===== src/core/ivt_map.svh =====
// Offsets, field positions, reset values and fixed trap figures
// Assumes byte addresses on a 32-bit APB, one aligned word per register
`ifndef IVT_MAP_SVH
`define IVT_MAP_SVH

// ----------------------------------------
// Register offsets
// ----------------------------------------
`define IVT_ADDR_W 12
`define IVT_CTRL_BASE 12'h000
`define IVT_XSEL_BASE 12'h0E0
`define IVT_XSEL_LAST 12'h0EC
`define IVT_TFR_OFF 12'h100
`define IVT_STAT_OFF 12'h104

// ----------------------------------------
// Source control word layout
// ----------------------------------------
`define IVT_LVL_MSB 3
`define IVT_EN_BIT 6
`define IVT_FLAG_BIT 7
`define IVT_CTRL_RST 8'h00
`define IVT_XSEL_RST 16'h0000

// ----------------------------------------
// Trap flag and status layout
// ----------------------------------------
`define IVT_TFR_W 9
`define IVT_TFR_NMI 8
`define IVT_TFR_STKOF 7
`define IVT_TFR_STKUF 6
`define IVT_TFR_B_MSB 5
`define IVT_STAT_ACT_A 4
`define IVT_STAT_ACT_B 5
`define IVT_STAT_MASK_LSB 16

// ----------------------------------------
// Trap numbers and levels
// ----------------------------------------
`define IVT_SRC_TRAP_BASE 8'h10
`define IVT_TRAPN_NMI 8'h02
`define IVT_TRAPN_STKOF 8'h04
`define IVT_TRAPN_STKUF 8'h06
`define IVT_TRAPN_B 8'h0A
`define IVT_TRAP_LEVEL 4'hF
`define IVT_TSRC_B 6'h03

`endif


===== src/core/ivt_pkg.sv =====
// Types shared by the vectoring and trap logic
// Assumes the CPU core and trap sources run on pclk
`default_nettype none
package ivt_pkg;

    // Hardware trap causes, one bit each, same order as the trap flags
    typedef struct packed {
        logic nmi;
        logic stkof;
        logic stkuf;
        logic undopc;
        logic mactrp;
        logic prtflt;
        logic illopa;
        logic illina;
        logic illbus;
    } ivt_trap_evt_t;

    // Entry request offered to the CPU core
    typedef struct packed {
        logic valid;
        logic is_trap;
        logic [3:0] level;
        logic [5:0] src;
        logic [15:0] vector;
    } ivt_cpu_req_t;

endpackage
`default_nettype wire


===== src/core/ivt_source_slot.sv =====
// One interrupt source: request flag, enable flag and priority level
// Assumes set pulses and ack come from logic on pclk
`timescale 1ns/10ps
`default_nettype none
`include "ivt_map.svh"

module ivt_source_slot (
    input wire logic pclk,
    input wire logic presetn,
    input wire logic wr_en,
    input wire logic [7:0] wr_data,
    input wire logic req_set,
    input wire logic ack_clr,
    output logic [7:0] ctrl_q
);
    logic flag_reg;
    logic en_reg;
    logic [3:0] lvl_reg;

    // ----------------------------------------
    // Request flag, set wins over any clear
    // ----------------------------------------
    always_ff @(posedge pclk or negedge presetn) begin
        if (!presetn) begin
            flag_reg <= 1'(`IVT_CTRL_RST >> `IVT_FLAG_BIT);
        end else if (req_set) begin
            flag_reg <= 1'b1;
        end else if (ack_clr) begin
            flag_reg <= 1'b0;
        end else if (wr_en) begin
            flag_reg <= wr_data[`IVT_FLAG_BIT];
        end
    end

    // ----------------------------------------
    // Enable and priority level
    // ----------------------------------------
    always_ff @(posedge pclk or negedge presetn) begin
        if (!presetn) begin
            en_reg <= 1'b0;
            lvl_reg <= 4'h0;
        end else if (wr_en) begin
            en_reg <= wr_data[`IVT_EN_BIT];
            lvl_reg <= wr_data[`IVT_LVL_MSB:0];
        end
    end

    assign ctrl_q = {flag_reg, en_reg, 2'b00, lvl_reg};
endmodule
`default_nettype wire


===== src/core/ivt_top.sv =====
// Interrupt vectoring and hardware trap logic with an APB register slave
// Assumes source requests, trap causes and CPU handshakes are on pclk
`timescale 1ns/10ps
`default_nettype none
`include "ivt_map.svh"

module ivt_top #(
    parameter int NUM_SRC = 56,
    parameter int XP_FIRST = 48
) (
    input wire logic pclk,
    input wire logic presetn,
    input wire logic [11:0] paddr,
    input wire logic psel,
    input wire logic penable,
    input wire logic pwrite,
    input wire logic [31:0] pwdata,
    output logic [31:0] prdata,
    output logic pready,
    output logic pslverr,
    input wire logic [NUM_SRC-1:0] src_req,
    input wire logic [31:0] xsrc_req,
    input wire ivt_pkg::ivt_trap_evt_t trap_evt,
    output ivt_pkg::ivt_cpu_req_t cpu_req,
    input wire logic cpu_ack,
    input wire logic cpu_ret,
    output logic pec_allow
);
    if (NUM_SRC < XP_FIRST + 4 || NUM_SRC > 56 || XP_FIRST < 0) begin : g_bad_cfg
        $error("NUM_SRC or XP_FIRST out of range");
    end

    // ----------------------------------------
    // Helpers
    // ----------------------------------------
    function automatic logic [3:0] top_bit(input logic [15:0] m);
        logic [3:0] r;
        r = 4'h0;
        for (int k = 0; k < 16; k++) begin
            if (m[k]) begin
                r = 4'(k);
            end
        end
        return r;
    endfunction

    function automatic logic is_ctrl(input logic [11:0] a);
        return (a < 12'(NUM_SRC * 4)) && (a[1:0] == 2'b00);
    endfunction

    function automatic logic is_xsel(input logic [11:0] a);
        return (a >= `IVT_XSEL_BASE) && (a <= `IVT_XSEL_LAST) && (a[1:0] == 2'b00);
    endfunction

    function automatic logic [15:0] src_vector(input logic [5:0] s);
        logic [7:0] tn;
        tn = `IVT_SRC_TRAP_BASE + {2'b00, s};
        return {6'h00, tn, 2'b00};
    endfunction

    // ----------------------------------------
    // State
    // ----------------------------------------
    logic [7:0] ctrl_q [NUM_SRC];
    logic [NUM_SRC-1:0] slot_wr;
    logic [NUM_SRC-1:0] slot_set;
    logic [NUM_SRC-1:0] slot_ack;
    logic [15:0] xsel_reg [4];
    logic [3:0] xp_req;
    logic [`IVT_TFR_W-1:0] tfr_reg;
    logic [2:0] pend_a_reg;
    logic pend_b_reg;
    logic act_a_reg;
    logic act_b_reg;
    logic [15:0] act_mask_reg;
    logic [3:0] cur_level;
    logic [1:0] act_tprio;
    logic [`IVT_TFR_W-1:0] evt_bits;
    ivt_pkg::ivt_cpu_req_t sel;
    logic [3:0] best_lvl;
    logic wr_fire;
    logic take;
    logic [5:0] wr_idx;

    assign evt_bits = trap_evt;
    assign wr_fire = psel && penable && pwrite && pready;
    assign take = cpu_ack && cpu_req.valid;
    assign cur_level = top_bit(act_mask_reg);
    assign act_tprio = act_a_reg ? 2'd2 : (act_b_reg ? 2'd1 : 2'd0);
    assign wr_idx = paddr[7:2];

    // ----------------------------------------
    // Source slots
    // ----------------------------------------
    for (genvar i = 0; i < NUM_SRC; i++) begin : g_slot
        if (i >= XP_FIRST && i < XP_FIRST + 4) begin : g_xp
            assign slot_set[i] = src_req[i] | xp_req[i - XP_FIRST];
        end else begin : g_plain
            assign slot_set[i] = src_req[i];
        end
        assign slot_wr[i] = wr_fire && is_ctrl(paddr) && (wr_idx == 6'(i));
        assign slot_ack[i] = take && !cpu_req.is_trap && (cpu_req.src == 6'(i));
        ivt_source_slot u_slot (
            .pclk(pclk),
            .presetn(presetn),
            .wr_en(slot_wr[i]),
            .wr_data(pwdata[7:0]),
            .req_set(slot_set[i]),
            .ack_clr(slot_ack[i]),
            .ctrl_q(ctrl_q[i])
        );
    end

    // ----------------------------------------
    // Shared vector select registers
    // ----------------------------------------
    for (genvar x = 0; x < 4; x++) begin : g_xsel
        logic xwr;
        assign xwr = wr_fire && is_xsel(paddr) && (paddr[3:2] == 2'(x));
        always_ff @(posedge pclk or negedge presetn) begin
            if (!presetn) begin
                xsel_reg[x] <= `IVT_XSEL_RST;
            end else begin
                if (xwr) begin
                    xsel_reg[x][15:8] <= pwdata[15:8];
                end
                xsel_reg[x][7:0] <= (xwr ? pwdata[7:0] : xsel_reg[x][7:0])
                    | xsrc_req[8*x +: 8];
            end
        end
        assign xp_req[x] = |(xsel_reg[x][15:8] & xsel_reg[x][7:0]);
    end

    // ----------------------------------------
    // Trap flags and pending traps
    // ----------------------------------------
    always_ff @(posedge pclk or negedge presetn) begin
        if (!presetn) begin
            tfr_reg <= '0;
        end else if (wr_fire && paddr == `IVT_TFR_OFF) begin
            tfr_reg <= (tfr_reg & pwdata[`IVT_TFR_W-1:0]) | evt_bits;
        end else begin
            tfr_reg <= tfr_reg | evt_bits;
        end
    end

    always_ff @(posedge pclk or negedge presetn) begin
        if (!presetn) begin
            pend_a_reg <= 3'b000;
            pend_b_reg <= 1'b0;
        end else begin
            for (int k = 0; k < 3; k++) begin
                if (evt_bits[`IVT_TFR_NMI - k]) begin
                    pend_a_reg[2-k] <= 1'b1;
                end else if (take && cpu_req.is_trap && cpu_req.src == 6'(k)) begin
                    pend_a_reg[2-k] <= 1'b0;
                end
            end
            if (|evt_bits[`IVT_TFR_B_MSB:0]) begin
                pend_b_reg <= 1'b1;
            end else if (take && cpu_req.is_trap && cpu_req.src == `IVT_TSRC_B) begin
                pend_b_reg <= 1'b0;
            end
        end
    end

    // ----------------------------------------
    // Services in progress
    // ----------------------------------------
    always_ff @(posedge pclk or negedge presetn) begin
        if (!presetn) begin
            act_a_reg <= 1'b0;
            act_b_reg <= 1'b0;
            act_mask_reg <= 16'h0000;
        end else begin
            if (cpu_ret) begin
                if (act_a_reg) begin
                    act_a_reg <= 1'b0;
                end else if (act_b_reg) begin
                    act_b_reg <= 1'b0;
                end else begin
                    act_mask_reg[cur_level] <= 1'b0;
                end
            end
            if (take && cpu_req.is_trap) begin
                if (cpu_req.src == `IVT_TSRC_B) begin
                    act_b_reg <= 1'b1;
                end else begin
                    act_a_reg <= 1'b1;
                end
            end else if (take) begin
                act_mask_reg[cpu_req.level] <= 1'b1;
            end
        end
    end

    // ----------------------------------------
    // Entry selection
    // ----------------------------------------
    always_comb begin
        sel = '0;
        best_lvl = cur_level;
        if (pend_a_reg != 3'b000 && act_tprio < 2'd2) begin
            sel.valid = 1'b1;
            sel.is_trap = 1'b1;
            sel.level = `IVT_TRAP_LEVEL;
            if (pend_a_reg[2]) begin
                sel.src = 6'h00;
                sel.vector = {6'h00, `IVT_TRAPN_NMI, 2'b00};
            end else if (pend_a_reg[1]) begin
                sel.src = 6'h01;
                sel.vector = {6'h00, `IVT_TRAPN_STKOF, 2'b00};
            end else begin
                sel.src = 6'h02;
                sel.vector = {6'h00, `IVT_TRAPN_STKUF, 2'b00};
            end
        end else if (pend_b_reg && act_tprio == 2'd0) begin
            sel.valid = 1'b1;
            sel.is_trap = 1'b1;
            sel.level = `IVT_TRAP_LEVEL;
            sel.src = `IVT_TSRC_B;
            sel.vector = {6'h00, `IVT_TRAPN_B, 2'b00};
        end else if (act_tprio == 2'd0) begin
            for (int i = 0; i < NUM_SRC; i++) begin
                if (ctrl_q[i][`IVT_FLAG_BIT] && ctrl_q[i][`IVT_EN_BIT]
                    && ctrl_q[i][`IVT_LVL_MSB:0] > best_lvl) begin
                    best_lvl = ctrl_q[i][`IVT_LVL_MSB:0];
                    sel.valid = 1'b1;
                    sel.level = best_lvl;
                    sel.src = 6'(i);
                    sel.vector = src_vector(6'(i));
                end
            end
        end
    end

    always_ff @(posedge pclk or negedge presetn) begin
        if (!presetn) begin
            cpu_req <= '0;
            pec_allow <= 1'b0;
        end else begin
            cpu_req <= sel;
            cpu_req.valid <= sel.valid && !take && !cpu_ret;
            pec_allow <= (act_tprio == 2'd0);
        end
    end

    // ----------------------------------------
    // APB slave
    // ----------------------------------------
    always_ff @(posedge pclk or negedge presetn) begin
        if (!presetn) begin
            pready <= 1'b0;
            prdata <= 32'h0000_0000;
            pslverr <= 1'b0;
        end else begin
            pready <= psel && !penable;
            pslverr <= 1'b0;
            prdata <= 32'h0000_0000;
            if (psel && !penable) begin
                if (is_ctrl(paddr)) begin
                    prdata <= {24'h000000, ctrl_q[wr_idx]};
                end else if (is_xsel(paddr)) begin
                    prdata <= {16'h0000, xsel_reg[paddr[3:2]]};
                end else if (paddr == `IVT_TFR_OFF) begin
                    prdata <= {23'h000000, tfr_reg};
                end else if (paddr == `IVT_STAT_OFF) begin
                    prdata <= {act_mask_reg, 10'h000, act_b_reg, act_a_reg, cur_level};
                end else begin
                    pslverr <= 1'b1;
                end
            end
        end
    end
endmodule
`default_nettype wire


===== config.mk =====
export PLATFORM = sky130hd
export DESIGN_NAME = ivt_top
export DESIGN_NICKNAME = d
export VERILOG_FILES = /design/src/core/ivt_pkg.sv /design/src/core/ivt_source_slot.sv /design/src/core/ivt_top.sv
export VERILOG_INCLUDE_DIRS = /design/src /design/src/core
export SDC_FILE = /design/constraint.sdc
export NUM_CORES = 2
export LEC_CHECK = 0
export BUFFER_PORTS_ARGS = -buffer_cell sky130_fd_sc_hd__buf_2
export CAP_MARGIN = 40
export CORE_MARGIN = 2
export CORE_UTILIZATION = 45
export DETAILED_ROUTE_END_ITERATION = 6
export GPL_TIMING_DRIVEN = 0
export HOLD_SLACK_MARGIN = 0.05
export SYNTH_ARGS = -nofsm -noshare
export SYNTH_HDL_FRONTEND = slang
export SYNTH_HIERARCHICAL = 1
export SYNTH_SLANG_ARGS = --single-unit

===== constraint.sdc =====
create_clock -name pclk -period 97.5 [get_ports pclk]
set_input_delay 0 -clock pclk [delete_from_list [all_inputs] [get_ports pclk]]
set_output_delay 0 -clock pclk [all_outputs]
set_load 0.02 [all_outputs]

==> results_dict.tcl <==
set metrics [dict create \
    grt_use_met3 0.0437 \
    p_comb_frac 0.596 \
    syn_to_final_growth_pct 19.6 \
    ys_async_sr_fraction 1.00 \
    r2r_slack_ns 5.85 \
    worstHoldPathType "input pin to register" \
    core_area_mm2 0.0947 \
    clk_pin_slew_ns 0.07 \
    place_congestion 0.958 \
    path_max_fanout 10 \
    io_buffers 183 \
    wl_per_cell_um 23.5 \
    cpMostUsedCell "ha_1" \
    vdd_drop_max_v 0.0000157 \
    critPathLaunchType "register" \
    htree_levels 2 \
    grt_overflow_total 0 \
    die_w_um 313 \
    power_leakage_nw 22.6 \
    cts_sinks 485 \
    syn_inst 4391 \
    timing_worst_setup_path_type "register to register" \
    grt_pass1_wl_um 221000 \
    drt-vias-per-instance 5.90 \
    cp.arrival_ns 92.16 \
    cts_made_buffers 57 \
    p_per_area_mw_per_mm2 20.8 \
    pwr-share-seq 0.195 \
    grt_pass1_vias 35400 \
    io_pins 211 \
    yosysWarnings 6 \
    clockPowerShare 0.209 \
    cpPeakStageDelay_ns 0.57 \
    num-nets-final 5252 \
    fin_hold_ws_ns 0.0926 \
    critPathSlowestCell "or4_4" \
    grtUsageMet1 0.411 \
    syn_area_per_cell_um2 9.78 \
    ys_seq_area_frac 0.283 \
    fin_util 0.542 \
    setup_viol_count_final 0 \
    ant_nets 0 \
    slew_headroom 0.375 \
    cts_tree "yes" \
    die_y_um 313 \
    insertion_delay_ns 0.67 \
    fin_tns_setup_ns 0 \
    ys_types 160 \
    switching_share 0.445 \
    drt_iter0_markers 3190 \
    synth_flop_cell "dfrtp_1" \
    fmax_mhz 10.9 \
    fin_cells 6292 \
    largest_reg_flops 224 \
    tightest_slew_ns 0.937 \
    fin_crit_sh 0.940 \
    firstDrtPassIters 7 \
    p_sw_mw 0.474 \
    synthTopCellsByArea "dfrtp_1, mux2_4, mux4_2" \
    floorplan.initialDensity 0.453 \
    synth-edff-count 0 \
    clockBufferDepth 3 \
    grt_antenna_before_repair 6 \
    critPathCaptureType "register" \
    synth_area_leader_cell "dfrtp_1" \
    hpwl_um 112000 \
    drive_above_1_share 0.309 \
    outcome "completed" \
    rows 113 \
    timing_max_transition_violations_final 0 \
    track_usage 0.293 \
    fin_skew_ns 0.0499 \
    worstPathRequired_ns 98.01 \
    internal_power_mw 0.592 \
    report.final.hold_viol_count 0 \
    drv_cap 0 \
    via_count 37100 \
    drc_errors 0 \
    use_met2 0.463 \
    drt_wl_total_um 148000 \
    gr-max-usage-layer "met2" \
    dp.cells 5939 \
    cts_root_buf "clkbuf_16" \
    synth_area_mm2 0.0429 \
    ys_ff_latch 485 \
    power.total_mw 1.07 \
    design.die.area_mm2 0.0979 \
    grt_max_degree 119 \
    min_period_ns 91.65 \
    synth_top_area_frac 0.283 \
]
==> timing repair <==
action                     CTS  global route
hold buffers               175             0
hold endpoints to repair   398             0
buffers inserted             2            77
pin swaps                    1            48
setup endpoints to repair   18            18
resized for setup           33           148
==> worst paths after layout <==
kind | depth (start not counted) | start | end
max in group asynchronous | 5 | presetn | g_slot[11].u_slot/lvl_reg[1]$_DFFE_PN0P_
worst max register to register | 453 | act_mask_reg[2]$_DFF_PN0_ | cpu_req[3]$_DFF_PN0_
worst min-delay path | 3 | xsrc_req[8] | xsel_reg[32]$_DFF_PN0_
worst max-delay path | 453 | act_mask_reg[2]$_DFF_PN0_ | cpu_req[3]$_DFF_PN0_
worst min register to register | 1 | g_slot[32].u_slot/lvl_reg[2]$_DFFE_PN0P_ | g_slot[32].u_slot/lvl_reg[2]$_DFFE_PN0P_
min in group asynchronous | 3 | presetn | g_slot[47].u_slot/flag_reg$_DFFE_PN0P_
==> cell families after synthesis <==
| kind of cell | count (synthesis) | share of synthesized area |
|---|---|---|
| XOR/XNOR | 58 | 0.0118 |
| adder cells (fa/ha/maj) | 139 | 0.0396 |
| buffers and inverters | 622 | 0.0908 |
| AND/OR/NAND/NOR | 1304 | 0.151 |
| multiplexers | 672 | 0.237 |
| AO/OA/AOI/OAI | 1054 | 0.183 |
| other | 57 | 0.00498 |
| flip-flops | 485 | 0.283 |
==> worst max-delay path: cells and delay by family (launching register included) <==
family,cells,cell delay [ns]
flops,1,0.42
fa+ha+maj,60,17.91
simple gates,140,22.89
compound gates,183,36.81
buf+inv,44,6.22
mux,26,7.11
==> cell type report <==
class,instances,area [µm²]
flip-flops and latches,485,12100
well taps,1265,1580
clock buffers,70,1550
fillers,8649,43400
inverters,198,746
repair buffers,473,3900
clock inverters,31,389
plain buffers,420,3170
multi-input cells,3348,27900
diodes,2,5.00
==> power by group through the flow <==
stage	clock, mW	combinational, mW	sequential [mW]
floorplan	0	0.445	0.211
global placement	0	0.561	0.212
detailed placement	0	0.568	0.212
CTS	0.226	0.583	0.208
global route	0.234	0.705	0.208
finish	0.223	0.635	0.208
==> layout by cell type, fill, tap and decap left out, types with 139 or more instances in the layout <==
| cell | instances |
|---|---|
| mux2i_1 | 151 |
| mux4_2 | 152 |
| o21ai_0 | 202 |
| a21oi_1 | 139 |
| dlygate4sd3_1 | 174 |
| mux2_4 | 287 |
| inv_1 | 195 |
| nor2_1 | 375 |
| buf_4 | 339 |
| dfrtp_1 | 485 |
| buf_2 | 183 |
| nand2_1 | 337 |
==> layer usage <==
metal  part of all wire  wire [µm]  vias up
met5                  0          0        -
met4              0.039       5720        0
met3              0.065       9580      265
met2               0.45      67200     1323
met1               0.44      65500    18400
li1                   -          -    17100
==> synthesized netlist by cell type (14+ instances only) <==
| cell type | instances |
|---|---|
| clkbuf_1 | 65 |
| mux4_2 | 152 |
| nor2_1 | 380 |
| o31ai_1 | 19 |
| or3_1 | 23 |
| xnor2_1 | 43 |
| o21a_1 | 22 |
| ha_1 | 121 |
| a21o_1 | 46 |
| mux2_4 | 287 |
| nand2_1 | 340 |
| o211ai_1 | 54 |
| and2_1 | 57 |
| nor3_1 | 45 |
| o21ai_0 | 214 |
| mux2i_1 | 166 |
| nand3_1 | 116 |
| o22ai_1 | 14 |
| conb_1 | 57 |
| nor4_1 | 15 |
| a211oi_1 | 34 |
| buf_1 | 21 |
| o21ai_1 | 28 |
| and2_2 | 14 |
| buf_4 | 251 |
| o21bai_1 | 67 |
| and3_1 | 44 |
| nand2b_1 | 26 |
| xor2_1 | 15 |
| or2_2 | 19 |
| a211o_1 | 38 |
| mux2_2 | 59 |
| nand3b_1 | 18 |
| buf_6 | 75 |
| inv_1 | 195 |
| nor2b_1 | 49 |
| nor3b_1 | 17 |
| a31oi_1 | 45 |
| dfrtp_1 | 485 |
| o2111ai_1 | 17 |
| a21oi_1 | 146 |
| a22oi_1 | 28 |
| nand4_1 | 32 |
==> metrics by stage <==
step | area (µm²) | setup WS [ns]
after floorplan | 43200 | 9.22
after global placement | 45700 | -3.79
after detailed placement | 46300 | -4.18
after CTS | 50200 | 0.00988
after global routing | 51300 | -0.263
final | 51400 | 5.85
(Power assumes the default switching activity.)
